File: src/ebf_pkg.sv
// Package for the event buffer word formatter: word layout, codes, map.
// Assumes one clock domain and a single user of these definitions.
package ebf_pkg;
  // ----------------------------------------------------------------
  // Window and word layout
  // ----------------------------------------------------------------
  localparam logic [15:0] EBF_WIN_LO      = 16'h0000;
  localparam logic [15:0] EBF_WIN_HI      = 16'h0FFC;
  localparam logic [2:0]  EBF_TYPE_HDR    = 3'h2;
  localparam logic [2:0]  EBF_TYPE_DAT    = 3'h0;
  localparam logic [2:0]  EBF_TYPE_EOB    = 3'h4;
  localparam logic [2:0]  EBF_TYPE_INV    = 3'h6;
  localparam int          EBF_NCH         = 32;
  localparam int          EBF_HALF        = 16;
  localparam int          EBF_FIFO_DEPTH  = 8;
  localparam int          EBF_FIFO_WIDTH  = 32;
  localparam int          EBF_BS2_OVR_BIT = 3;
  localparam int          EBF_BS2_UND_BIT = 4;
  localparam int          EBF_BS2_INV_BIT = 5;
  localparam logic [23:0] EBF_EVCNT_RST   = 24'h00_0000;

  // One converted channel as delivered by the conversion logic
  typedef struct packed {
    logic        valid;
    logic        under;
    logic        over;
    logic [11:0] value;
  } ebf_chan_s;

  // Module-wide settings steering the formatter
  typedef struct packed {
    logic [4:0]  slot;
    logic [7:0]  crate;
    logic [15:0] bitset2;
    logic        narrow;   // 16-channel variant
  } ebf_cfg_s;

  typedef enum logic [3:0] {
    EBF_IDLE = 4'b0001,
    EBF_HDR  = 4'b0010,
    EBF_DAT  = 4'b0100,
    EBF_EOB  = 4'b1000
  } ebf_state_e;
endpackage : ebf_pkg

File: src/ebf_fifo.sv
// Small flip-flop FIFO with valid/ready on both sides.
// Assumes a single clock and active-low asynchronous reset.
module ebf_fifo #(
  parameter int WIDTH = 32,
  parameter int DEPTH = 8
) (
  input  wire logic             clk,      // Module clock
  input  wire logic             nrst,     // Async reset, active low
  input  wire logic [WIDTH-1:0] in_data,  // Write data
  input  wire logic             in_valid, // Write request
  output logic                  in_ready, // Not full
  output logic      [WIDTH-1:0] out_data, // Head word
  output logic                  out_valid,// Not empty
  input  wire logic             out_ready // Pop
);
  localparam int AW = $clog2(DEPTH);

  typedef struct packed {
    logic [DEPTH-1:0][WIDTH-1:0] mem;
    logic [AW-1:0]               wp;
    logic [AW-1:0]               rp;
    logic [AW:0]                 cnt;
  } ebf_fifo_s;

  ebf_fifo_s st_r;
  ebf_fifo_s st_nxt;
  logic      push;
  logic      pop;

  // ----------------------------------------------------------------
  // Flags and handshakes
  // ----------------------------------------------------------------
  assign in_ready  = (st_r.cnt != (AW+1)'(DEPTH));
  assign out_valid = (st_r.cnt != '0);
  assign out_data  = st_r.mem[st_r.rp];
  assign push      = in_valid & in_ready;
  assign pop       = out_valid & out_ready;

  // Next-state: pointers wrap at DEPTH, which need not be a power of two
  always_comb begin
    st_nxt = st_r;
    if (push) begin
      st_nxt.mem[st_r.wp] = in_data;
      st_nxt.wp = (st_r.wp == AW'(DEPTH-1)) ? '0 : st_r.wp + 1'b1;
    end
    if (pop) begin
      st_nxt.rp = (st_r.rp == AW'(DEPTH-1)) ? '0 : st_r.rp + 1'b1;
    end
    st_nxt.cnt = st_r.cnt + (AW+1)'(push) - (AW+1)'(pop);
  end

  // State register
  always_ff @(posedge clk or negedge nrst) begin
    if (!nrst) begin
      st_r <= '0;
    end else begin
      st_r <= st_nxt;
    end
  end
endmodule // ebf_fifo

File: src/ebf_formatter.sv
// Event formatter: builds header/data/trailer words into a FIFO and serves
// them as read-only 32-bit words through the readout window.
// Assumes channel values and flags are stable from gate_done until busy falls.
// How it works
// - Window 0x0000..0x0FFC is read-only; each read returns the next stored word.
// - Each event is one header, one or more data words, one trailer.
// - Slot code sits in bits 31:27 of all words except the filler.
// - Type in bits 26:24: 010 header, 000 data, 100 trailer, 110 invalid.
// - Header bits 23:16 carry the crate number from the crate register.
// - Header bits 13:8 carry the count of data words in the event.
// - Data channel in bits 20:16, or 20:17 on the 16-channel variant.
// - Bit 14 is valid; invalid data kept only if control bit 5 set.
// - Bit 13 is below-threshold; kept only if control bit 4 set.
// - Bit 12 is overflow; overflowed data kept only if control bit 3 set.
// - Bits 11:0 hold the 12-bit converted value.
// - Trailer bits 23:0 carry the 24-bit event counter.
// - Reading an empty buffer returns a filler word of type 110.
// - Channels stored interleaved: 0,16,1,17.. or 0,8,1,9.. on 16 channels.
// - Suppressed or disabled channels are skipped, others keep their order.
// - A gate with no surviving channel writes no event at all.
// - Trailer written only after all data words of the event.
module ebf_formatter
  import ebf_pkg::*;
(
  input  wire logic                      clk,        // 200 MHz module clock
  input  wire logic                      nrst,       // Async reset, active low
  input  wire ebf_cfg_s                  cfg,        // Slot, crate, bit-set 2, variant
  input  wire logic [EBF_NCH-1:0]        chan_en,    // Per-channel user enable
  input  wire ebf_chan_s [EBF_NCH-1:0]   chan,       // Converted channel data
  input  wire logic                      gate_done,  // Pulse: conversion finished
  input  wire logic                      ev_inc,     // Pulse: count one event
  input  wire logic                      ev_clr,     // Pulse: clear event counter
  output logic                           busy,       // Formatter owns the channel data
  input  wire logic                      rd_stb,     // Read strobe, one cycle
  input  wire logic [15:0]               rd_addr,    // Byte offset of the read
  output logic [31:0]                    rd_data,    // Read data, registered
  output logic                           rd_ack,     // Read answered, pulse
  output logic                           data_ready  // At least one word stored
);
  // ----------------------------------------------------------------
  // State
  // ----------------------------------------------------------------
  typedef struct packed {
    ebf_state_e            fsm;
    logic [EBF_NCH-1:0]    keep;     // Latched survivors of this gate
    logic [4:0]            slot_idx; // Position in storage sequence
    logic [5:0]            cnt;      // Data words for header
    logic [23:0]           evcnt;
    logic [31:0]           rdata;
    logic                  ack;
  } ebf_st_s;

  ebf_st_s    st_r;
  ebf_st_s    st_nxt;
  logic [31:0] w_data;
  logic        w_valid;
  logic        w_ready;
  logic [31:0] q_data;
  logic        q_valid;
  logic        q_pop;
  logic [EBF_NCH-1:0] surv;
  logic [4:0]  seq_ch [EBF_NCH];
  logic [4:0]  cur_ch;
  logic [5:0]  nsurv;
  logic        win_hit;
  logic        last_pos;

  // ----------------------------------------------------------------
  // Channel filter and storage order
  // ----------------------------------------------------------------
  // Survivor mask and sequence position to channel map, one per channel
  genvar g;
  generate
    for (g = 0; g < EBF_NCH; g++) begin : g_ch
      assign surv[g] = chan_en[g]
        & (chan[g].valid | cfg.bitset2[EBF_BS2_INV_BIT])
        & (!chan[g].under | cfg.bitset2[EBF_BS2_UND_BIT])
        & (!chan[g].over | cfg.bitset2[EBF_BS2_OVR_BIT])
        & (!cfg.narrow | (g < EBF_HALF));
      // Even positions take the lower half, odd ones the upper half
      assign seq_ch[g] = (g % 2 == 0) ? 5'(g / 2)
                       : (cfg.narrow ? 5'(g / 2 + 8) : 5'(g / 2 + 16));
    end
  endgenerate

  // Survivor count, known before the header is written
  always_comb begin
    nsurv = '0;
    for (int i = 0; i < EBF_NCH; i++) begin
      nsurv = nsurv + 6'(surv[i]);
    end
  end

  assign cur_ch   = seq_ch[st_r.slot_idx];
  assign last_pos = cfg.narrow ? (st_r.slot_idx == 5'd15) : (st_r.slot_idx == 5'd31);
  assign busy     = (st_r.fsm != EBF_IDLE);

  // ----------------------------------------------------------------
  // Word assembly
  // ----------------------------------------------------------------
  // Unused fields stay zero by construction of each word
  always_comb begin
    w_data  = '0;
    w_valid = 1'b0;
    case (st_r.fsm)
      EBF_HDR: begin
        w_valid = 1'b1;
        w_data  = {cfg.slot, EBF_TYPE_HDR, cfg.crate, 2'b00,
                   st_r.cnt, 8'h00};
      end
      EBF_DAT: begin
        w_valid = st_r.keep[cur_ch];
        w_data[31:27] = cfg.slot;
        w_data[26:24] = EBF_TYPE_DAT;
        if (cfg.narrow) begin
          w_data[20:17] = cur_ch[3:0];
        end else begin
          w_data[20:16] = cur_ch;
        end
        w_data[14]   = chan[cur_ch].valid;
        w_data[13]   = chan[cur_ch].under;
        w_data[12]   = chan[cur_ch].over;
        w_data[11:0] = chan[cur_ch].value;
      end
      EBF_EOB: begin
        w_valid = 1'b1;
        w_data  = {cfg.slot, EBF_TYPE_EOB, st_r.evcnt};
      end
      default: begin
        w_valid = 1'b0;
      end
    endcase
  end

  // ----------------------------------------------------------------
  // Event sequencer and readout
  // ----------------------------------------------------------------
  assign win_hit = (rd_addr >= EBF_WIN_LO) && (rd_addr <= EBF_WIN_HI)
                 && (rd_addr[1:0] == 2'b00);
  assign q_pop   = rd_stb & win_hit & q_valid;

  // Sequencer stalls on a full FIFO, so back-pressure reaches the gate
  always_comb begin
    st_nxt     = st_r;
    st_nxt.ack = rd_stb;
    if (ev_clr) begin
      st_nxt.evcnt = EBF_EVCNT_RST;
    end else if (ev_inc) begin
      st_nxt.evcnt = st_r.evcnt + 24'h00_0001;
    end
    case (st_r.fsm)
      EBF_IDLE: begin
        // Empty gates leave no trace in the store
        if (gate_done && (nsurv != '0)) begin
          st_nxt.fsm      = EBF_HDR;
          st_nxt.keep     = surv;
          st_nxt.cnt      = nsurv;
          st_nxt.slot_idx = '0;
        end
      end
      EBF_HDR: begin
        if (w_ready) begin
          st_nxt.fsm = EBF_DAT;
        end
      end
      EBF_DAT: begin
        if (!w_valid || w_ready) begin
          st_nxt.slot_idx = st_r.slot_idx + 5'd1;
          if (last_pos) begin
            st_nxt.fsm = EBF_EOB;
          end
        end
      end
      EBF_EOB: begin
        if (w_ready) begin
          st_nxt.fsm = EBF_IDLE;
        end
      end
      default: begin
        st_nxt.fsm = EBF_IDLE;
      end
    endcase
    // Reads outside the window or on an empty store give the filler
    if (q_pop) begin
      st_nxt.rdata = q_data;
    end else if (rd_stb) begin
      st_nxt.rdata = {5'h00, EBF_TYPE_INV, 24'h00_0000};
    end
  end

  // State register
  always_ff @(posedge clk or negedge nrst) begin
    if (!nrst) begin
      st_r     <= '0;
      st_r.fsm <= EBF_IDLE;
    end else begin
      st_r <= st_nxt;
    end
  end

  assign rd_data    = st_r.rdata;
  assign rd_ack     = st_r.ack;
  assign data_ready = q_valid;

  ebf_fifo #(
    .WIDTH (EBF_FIFO_WIDTH),
    .DEPTH (EBF_FIFO_DEPTH)
  ) u_fifo (
    .clk       (clk),
    .nrst      (nrst),
    .in_data   (w_data),
    .in_valid  (w_valid),
    .in_ready  (w_ready),
    .out_data  (q_data),
    .out_valid (q_valid),
    .out_ready (q_pop)
  );

  // ----------------------------------------------------------------
  // Assertions
  // ----------------------------------------------------------------
  property p_empty_filler;
    @(posedge clk) disable iff (!nrst)
      (rd_stb && !q_valid) |=> (rd_data == 32'h0600_0000);
  endproperty
  a_empty_filler: assert property (p_empty_filler) else $error("empty read not filler");

  property p_pop_data;
    @(posedge clk) disable iff (!nrst)
      q_pop |=> (rd_data == $past(q_data));
  endproperty
  a_pop_data: assert property (p_pop_data) else $error("read data not head word");

  property p_hdr_fmt;
    @(posedge clk) disable iff (!nrst)
      (st_r.fsm == EBF_HDR) |-> (w_data[26:24] == 3'b010 && w_data[31:27] == cfg.slot
                                 && w_data[23:16] == cfg.crate && w_data[15:14] == 2'b00);
  endproperty
  a_hdr_fmt: assert property (p_hdr_fmt) else $error("header layout wrong");

  property p_hdr_cnt;
    @(posedge clk) disable iff (!nrst)
      (st_r.fsm == EBF_IDLE && gate_done && nsurv != 0) |=> (w_data[13:8] == $past(nsurv));
  endproperty
  a_hdr_cnt: assert property (p_hdr_cnt) else $error("header count wrong");

  property p_eob_fmt;
    @(posedge clk) disable iff (!nrst)
      (st_r.fsm == EBF_EOB) |-> (w_data == {cfg.slot, 3'b100, st_r.evcnt});
  endproperty
  a_eob_fmt: assert property (p_eob_fmt) else $error("trailer layout wrong");

  property p_dat_fmt;
    @(posedge clk) disable iff (!nrst)
      (st_r.fsm == EBF_DAT && w_valid) |-> (w_data[26:24] == 3'b000 && w_data[15] == 1'b0
                                            && w_data[23:21] == 3'b000);
  endproperty
  a_dat_fmt: assert property (p_dat_fmt) else $error("data layout wrong");

  property p_no_empty_event;
    @(posedge clk) disable iff (!nrst)
      (st_r.fsm == EBF_IDLE && gate_done && nsurv == 0) |=> (st_r.fsm == EBF_IDLE);
  endproperty
  a_no_empty_event: assert property (p_no_empty_event) else $error("empty gate stored");

  property p_eob_after_dat;
    @(posedge clk) disable iff (!nrst)
      (st_r.fsm == EBF_EOB) |-> ($past(st_r.fsm) inside {EBF_DAT, EBF_EOB});
  endproperty
  a_eob_after_dat: assert property (p_eob_after_dat) else $error("trailer before data");

  property p_keep_filter;
    @(posedge clk) disable iff (!nrst)
      (st_r.fsm == EBF_DAT && w_valid && !cfg.bitset2[EBF_BS2_OVR_BIT]) |-> !w_data[12];
  endproperty
  a_keep_filter: assert property (p_keep_filter) else $error("overflow stored");

  property p_ack_follows;
    @(posedge clk) disable iff (!nrst)
      rd_stb |=> rd_ack;
  endproperty
  a_ack_follows: assert property (p_ack_follows) else $error("read not answered");

  property p_rdata_hold;
    @(posedge clk) disable iff (!nrst)
      !rd_stb |=> $stable(rd_data);
  endproperty
  a_rdata_hold: assert property (p_rdata_hold) else $error("read data moved");

  property p_win_miss;
    @(posedge clk) disable iff (!nrst)
      (rd_stb && !win_hit) |=> (rd_data == 32'h0600_0000);
  endproperty
  a_win_miss: assert property (p_win_miss) else $error("miss read not filler");

  property p_hdr_open;
    @(posedge clk) disable iff (!nrst)
      (st_r.fsm == EBF_IDLE && gate_done && nsurv != 6'h00) |=> (st_r.fsm == EBF_HDR);
  endproperty
  a_hdr_open: assert property (p_hdr_open) else $error("event not opened");

  property p_cnt_keep;
    @(posedge clk) disable iff (!nrst)
      (st_r.fsm == EBF_HDR) |-> ($countones(st_r.keep) == int'(st_r.cnt));
  endproperty
  a_cnt_keep: assert property (p_cnt_keep) else $error("count off survivors");

  property p_dat_slot;
    @(posedge clk) disable iff (!nrst)
      (st_r.fsm == EBF_DAT && w_valid) |-> (w_data[31:27] == cfg.slot);
  endproperty
  a_dat_slot: assert property (p_dat_slot) else $error("data slot wrong");

  // Interleave checked by a bit shuffle, independent of the lookup table
  property p_seq_order;
    @(posedge clk) disable iff (!nrst)
      (st_r.fsm == EBF_DAT) |-> (cur_ch == (cfg.narrow
        ? {1'b0, st_r.slot_idx[0], st_r.slot_idx[3:1]}
        : {st_r.slot_idx[0], st_r.slot_idx[4:1]}));
  endproperty
  a_seq_order: assert property (p_seq_order) else $error("channel order wrong");

  property p_under_filter;
    @(posedge clk) disable iff (!nrst)
      (st_r.fsm == EBF_DAT && w_valid && !cfg.bitset2[EBF_BS2_UND_BIT]) |-> !w_data[13];
  endproperty
  a_under_filter: assert property (p_under_filter) else $error("below level stored");

  property p_inv_filter;
    @(posedge clk) disable iff (!nrst)
      (st_r.fsm == EBF_DAT && w_valid && !cfg.bitset2[EBF_BS2_INV_BIT]) |-> w_data[14];
  endproperty
  a_inv_filter: assert property (p_inv_filter) else $error("invalid stored");

  property p_narrow_pad;
    @(posedge clk) disable iff (!nrst)
      (st_r.fsm == EBF_DAT && w_valid && cfg.narrow) |-> !w_data[16];
  endproperty
  a_narrow_pad: assert property (p_narrow_pad) else $error("narrow pad bit set");

  property p_evcnt_clr;
    @(posedge clk) disable iff (!nrst)
      ev_clr |=> (st_r.evcnt == EBF_EVCNT_RST);
  endproperty
  a_evcnt_clr: assert property (p_evcnt_clr) else $error("counter not cleared");

  // Survivors stay latched for the whole event, so late gates change nothing
  property p_keep_stable;
    @(posedge clk) disable iff (!nrst)
      busy |=> $stable(st_r.keep);
  endproperty
  a_keep_stable: assert property (p_keep_stable) else $error("survivors changed");
endmodule // ebf_formatter

File: config.mk
export PLATFORM = sky130hd
export DESIGN_NAME = ebf_formatter
export DESIGN_NICKNAME = d
export VERILOG_FILES = /design/src/ebf_pkg.sv /design/src/ebf_fifo.sv /design/src/ebf_formatter.sv
export SDC_FILE = /design/constraint.sdc
export NUM_CORES = 1
export LEC_CHECK = 0
export BUFFER_PORTS_ARGS = -buffer_cell sky130_fd_sc_hd__buf_4
export CAP_MARGIN = 20
export CORE_AREA = 2 2 236 238
export CTS_CLUSTER_DIAMETER = 120
export CTS_CLUSTER_SIZE = 28
export DETAILED_ROUTE_END_ITERATION = 7
export DIE_AREA = 0 0 238 240
export HOLD_SLACK_MARGIN = 0.03
export PLACE_DENSITY = 0.65
export SYNTH_ARGS = -nofsm -noshare
export SYNTH_HDL_FRONTEND = slang
export SYNTH_SLANG_ARGS = --single-unit
File: constraint.sdc
create_clock -name clk -period 4.42 [get_ports clk]
set_input_delay 0.663 -clock clk [delete_from_list [all_inputs] [get_ports clk]]
set_output_delay 0.663 -clock clk [all_outputs]
set_load 0.02 [all_outputs]
==> reports/qor.csv <==
stage,metric,value,unit
pwr,Clk pwr share,15.3,%
logic_synthesis,Post-Synthesis Net Count,2384,
placed_design,Inst Count DP,2973,
cells_and_area,"Cell Count, Final, Fillers Out",3014,
clocking,CTS tree,yes,
floorplan,Die W,238,µm
pwr,cell area power density,405,mW/mm²
status,status,finished with violations,
setup_path,"Top cell by count, worst path",fa_1,
setup_path,crit-path cells,"buf_4, inv_8, buf_12, a211o_1, fa_1, fa_1, inv_2, fa_1, fa_1, fa_1, inv_1, fa_1, inv_1, ha_2, fa_2, nor3_1, a41o_1, or2_4, buf_8, clkbuf_16, nand2_1, o21ai_0",
global_routing,first-pass GRT wire length,117,mm
detailed_routing,Post-Route WL,80.4,mm
floorplan,# rows,86,
sta,Least-Margin Pin Slew,1.05,ns
clocking,htree depth,1,
pwr,Reg power frac,42.5,%
global_routing,initial antenna violation count,10,
logic_synthesis,post-synth cell types,73,
floorplan,Die Area,0.0571,mm²
logic_synthesis,syn_area_per_cell,12.7,µm²
setup_path,CP max stage cell,fa_2,
cells_and_area,most frequent cells in the layout,"buf_4 (644), dfrtp_1 (354), mux4_2 (190)",
sta,maximum clock rate,173,MHz
sta,Tmin final,5.79,ns
cells_and_area,n_diodes,0,
floorplan,Core Footprint,0.0547,mm²
setup_path,Critical Path RT,4.81,ns
clocking,CTS sink cnt,361,
status,violated checks,negative setup slack,
logic_synthesis,Cells after Synth,1776,
logic_synthesis,"Primary FF master, synth",dfrtp_1,
floorplan,num ports,599,
detailed_routing,DRC viols,0,
logic_synthesis,Synth area leader,dfrtp_1,
setup_path,"slowest stage delay, CP",0.54,ns
logic_synthesis,"Async S/R FF share, synth",100,%
clocking,clock buffer depth,3,
global_routing,final global-route overflow total,0,
sta,final setup vio count,47,
placed_design,IO Port Bufs,574,
logic_synthesis,Syn. warnings,0,
clocking,Worst-Skew Late Latency,0.53,ns
setup_path,kind of start point of the critical path,primary input,
floorplan,height of the die,240,µm
clocking,root buffer cell,clkbuf_16,
placed_design,Post-DP Area,0.0279,mm²
logic_synthesis,Post-synth EDFFs,0,
sta,Final Hold Vio Count,0,
sta,Max-slew headroom,29.7,%
detailed_routing,DRT Pass-1 Iters,7,
logic_synthesis,area share of the largest cell type after synthesis,39.9,%
pwr,Cell Int Power,0.00767,W
sta,RSZ-0062 raised after global routing,yes,
logic_synthesis,Post-Syn Area,0.0226,mm²
cells_and_area,share of layout cells above drive strength 1,46.2,%
logic_synthesis,Synth Register Bits,361,
cells_and_area,fin area,0.0287,mm²
global_routing,Tot GR Track Use,27.5,%
detailed_routing,DR iter-0 viols,1303,
sta,"Period Utilization, post-route",131,%
setup_path,"CP delay by family, top",adder cells,
setup_path,Worst Setup Path Type,primary input to register,
detailed_routing,via count,17400,
sta,"Slew Viols, Final",0,
cells_and_area,post-layout util,52.5,%
placed_design,GPL Wtd Cong,0.978,
sta,PnR worst setup slack,-1.37,ns
floorplan,Initial Util,41.3,%
setup_path,R2R setup slack,1.00,ns
global_routing,largest net degree at the start of global routing,115,
flow_run,max cap viols,0,
detailed_routing,post-route ant nets,0,
logic_synthesis,sequential share of the synthesized area,40.0,%
pwr,worst vdd ir,0.303,mV
pwr,Switching Fraction,34.0,%
clocking,cts hold-fix bufs,0,
sta,Setup TNS Final,-60.39,ns
pwr,Leak,13.3,nW
setup_path,Crit path buffers/inverters,8,
cells_and_area,"commonest non-fill, non-tap cell in the layout",buf_4,
detailed_routing,vias per inst,5.78,
placed_design,Final HPWL DP,61.9,mm
sta,clk_skew,0.0137,ns
pwr,P_sw,0.00395,W
placed_design,worst slack at placement,-2.01,ns
setup_path,Worst Path Max Fanout,8,
setup_path,CP endpoint kind,register,
cells_and_area,area grow syn2layout,27.2,%
clocking,CTS buffer count,16,
hold_path,Hold Path Class,primary input to async pin,
detailed_routing,routed len/inst,26.7,µm
global_routing,vias in the first global route,18200,
logic_synthesis,Area contributors post-synth,"dfrtp_1 (40%), mux4_2 (19%), mux2i_1 (5.9%)",
clocking,"CTS clk-pin slew, worst paths",0.11,ns
cells_and_area,fin nets,2912,
pwr,combinational power share,42.1,%
setup_path,CP Data Arrival Time,6.18,ns
-- final cells by class --
cell class,instances,area (µm²)
Clock buffer,24,462
Fill cell,4722,25900
Inverter,168,638
Multi-Input combinational cell,1079,12200
Sequential cell,361,9050
Tap cell,704,881
Timing Repair Buffer,678,5480
-- power by group through the flow --
stage,combinational (W),clock [W],sequential [W]
after global routing,0.00532,0.00194,0.00507
after CTS,0.00448,0.00182,0.00493
after global placement,0.00430,0,0.00492
after detailed placement,0.00445,0,0.00500
after floorplan,0.00309,0,0.00469
final,0.00489,0.00178,0.00494
-- per-stage QoR --
step	power, W	hold WS (ns)
after floorplan	0.00778	0.367
after CTS	0.0112	0.251
after global placement	0.00922	0.459
final	0.0116	0.189
after global routing	0.0123	0.278
after detailed placement	0.00945	0.470
-- flip-flops by register name, summed over array words and instances, names as in the netlist --
name and cells:
rd_ack 1, rd_data 31, st_r 71, u_fifo.st_r 258
-- what timing repair did --
action,CTS,global route
endpoints found under the setup margin,47,47
pin swaps,4,5
setup buffers,2,5
cloned,0,9
resized for setup,7,42
-- layer usage --
metal  GRT usage (%)  part of all wire [%]  vias up
met5               0                 0.071        -
li1                -                     -     7589
met2            45.1                    48      632
met3            4.00                   6.1       82
met1            39.6                    44     9121
met4            4.43                   1.8        8
-- worst paths after layout --
kind	from	cells after the start	to
min in group clk	ev_inc	3	st_r[33]$_DFFE_PN0P_
setup / recovery	cfg[5]	22	st_r[90]$_DFFE_PN0P_
hold reg to reg	st_r[60]$_DFFE_PN0P_	2	st_r[60]$_DFFE_PN0P_
setup reg to reg	st_r[64]$_DFFE_PN0P_	8	u_fifo.st_r[11]$_DFFE_PN0P_
max in group asynchronous	nrst	2	u_fifo.st_r[86]$_DFFE_PN0P_
hold / removal	nrst	1	rd_data[31]$_DFFE_PN0P_
-- synth_stat cells (all sizes together), types with 4 or more instances --
master / instances
a22o: 16
a21o: 8
nand2: 65
nor2: 46
dfrtp: 360
or3: 6
a221oi: 8
buf: 105
nor4b: 5
ha: 19
inv: 168
nor3b: 4
o2111ai: 5
o211ai: 6
mux2i: 134
nand3: 16
a22oi: 22
xor2: 17
and2: 12
o21ai: 56
o22ai: 30
nor3: 18
a21oi: 35
nand2b: 10
nand4: 6
nor4: 4
fa: 25
xnor2: 9
nor2b: 16
a211o: 7
clkbuf: 63
a211oi: 20
o32ai: 5
mux4: 190
mux2: 210
o221ai: 14
-- logic make-up (layout without fill, tap and decap cells) --
group,after synthesis,after routing,synth area share (%)
multiplexers,534,534,35.4
XOR/XNOR,26,26,1.01
buffers and inverters,336,870,6.83
adder cells (fa/ha/maj),44,44,3.27
flip-flops,361,361,40.0
other,1,1,0.0166
AO/OA/AOI/OAI,249,249,8.36
AND/OR/NAND/NOR,225,225,5.12
Power figures use the tool's default switching activity.
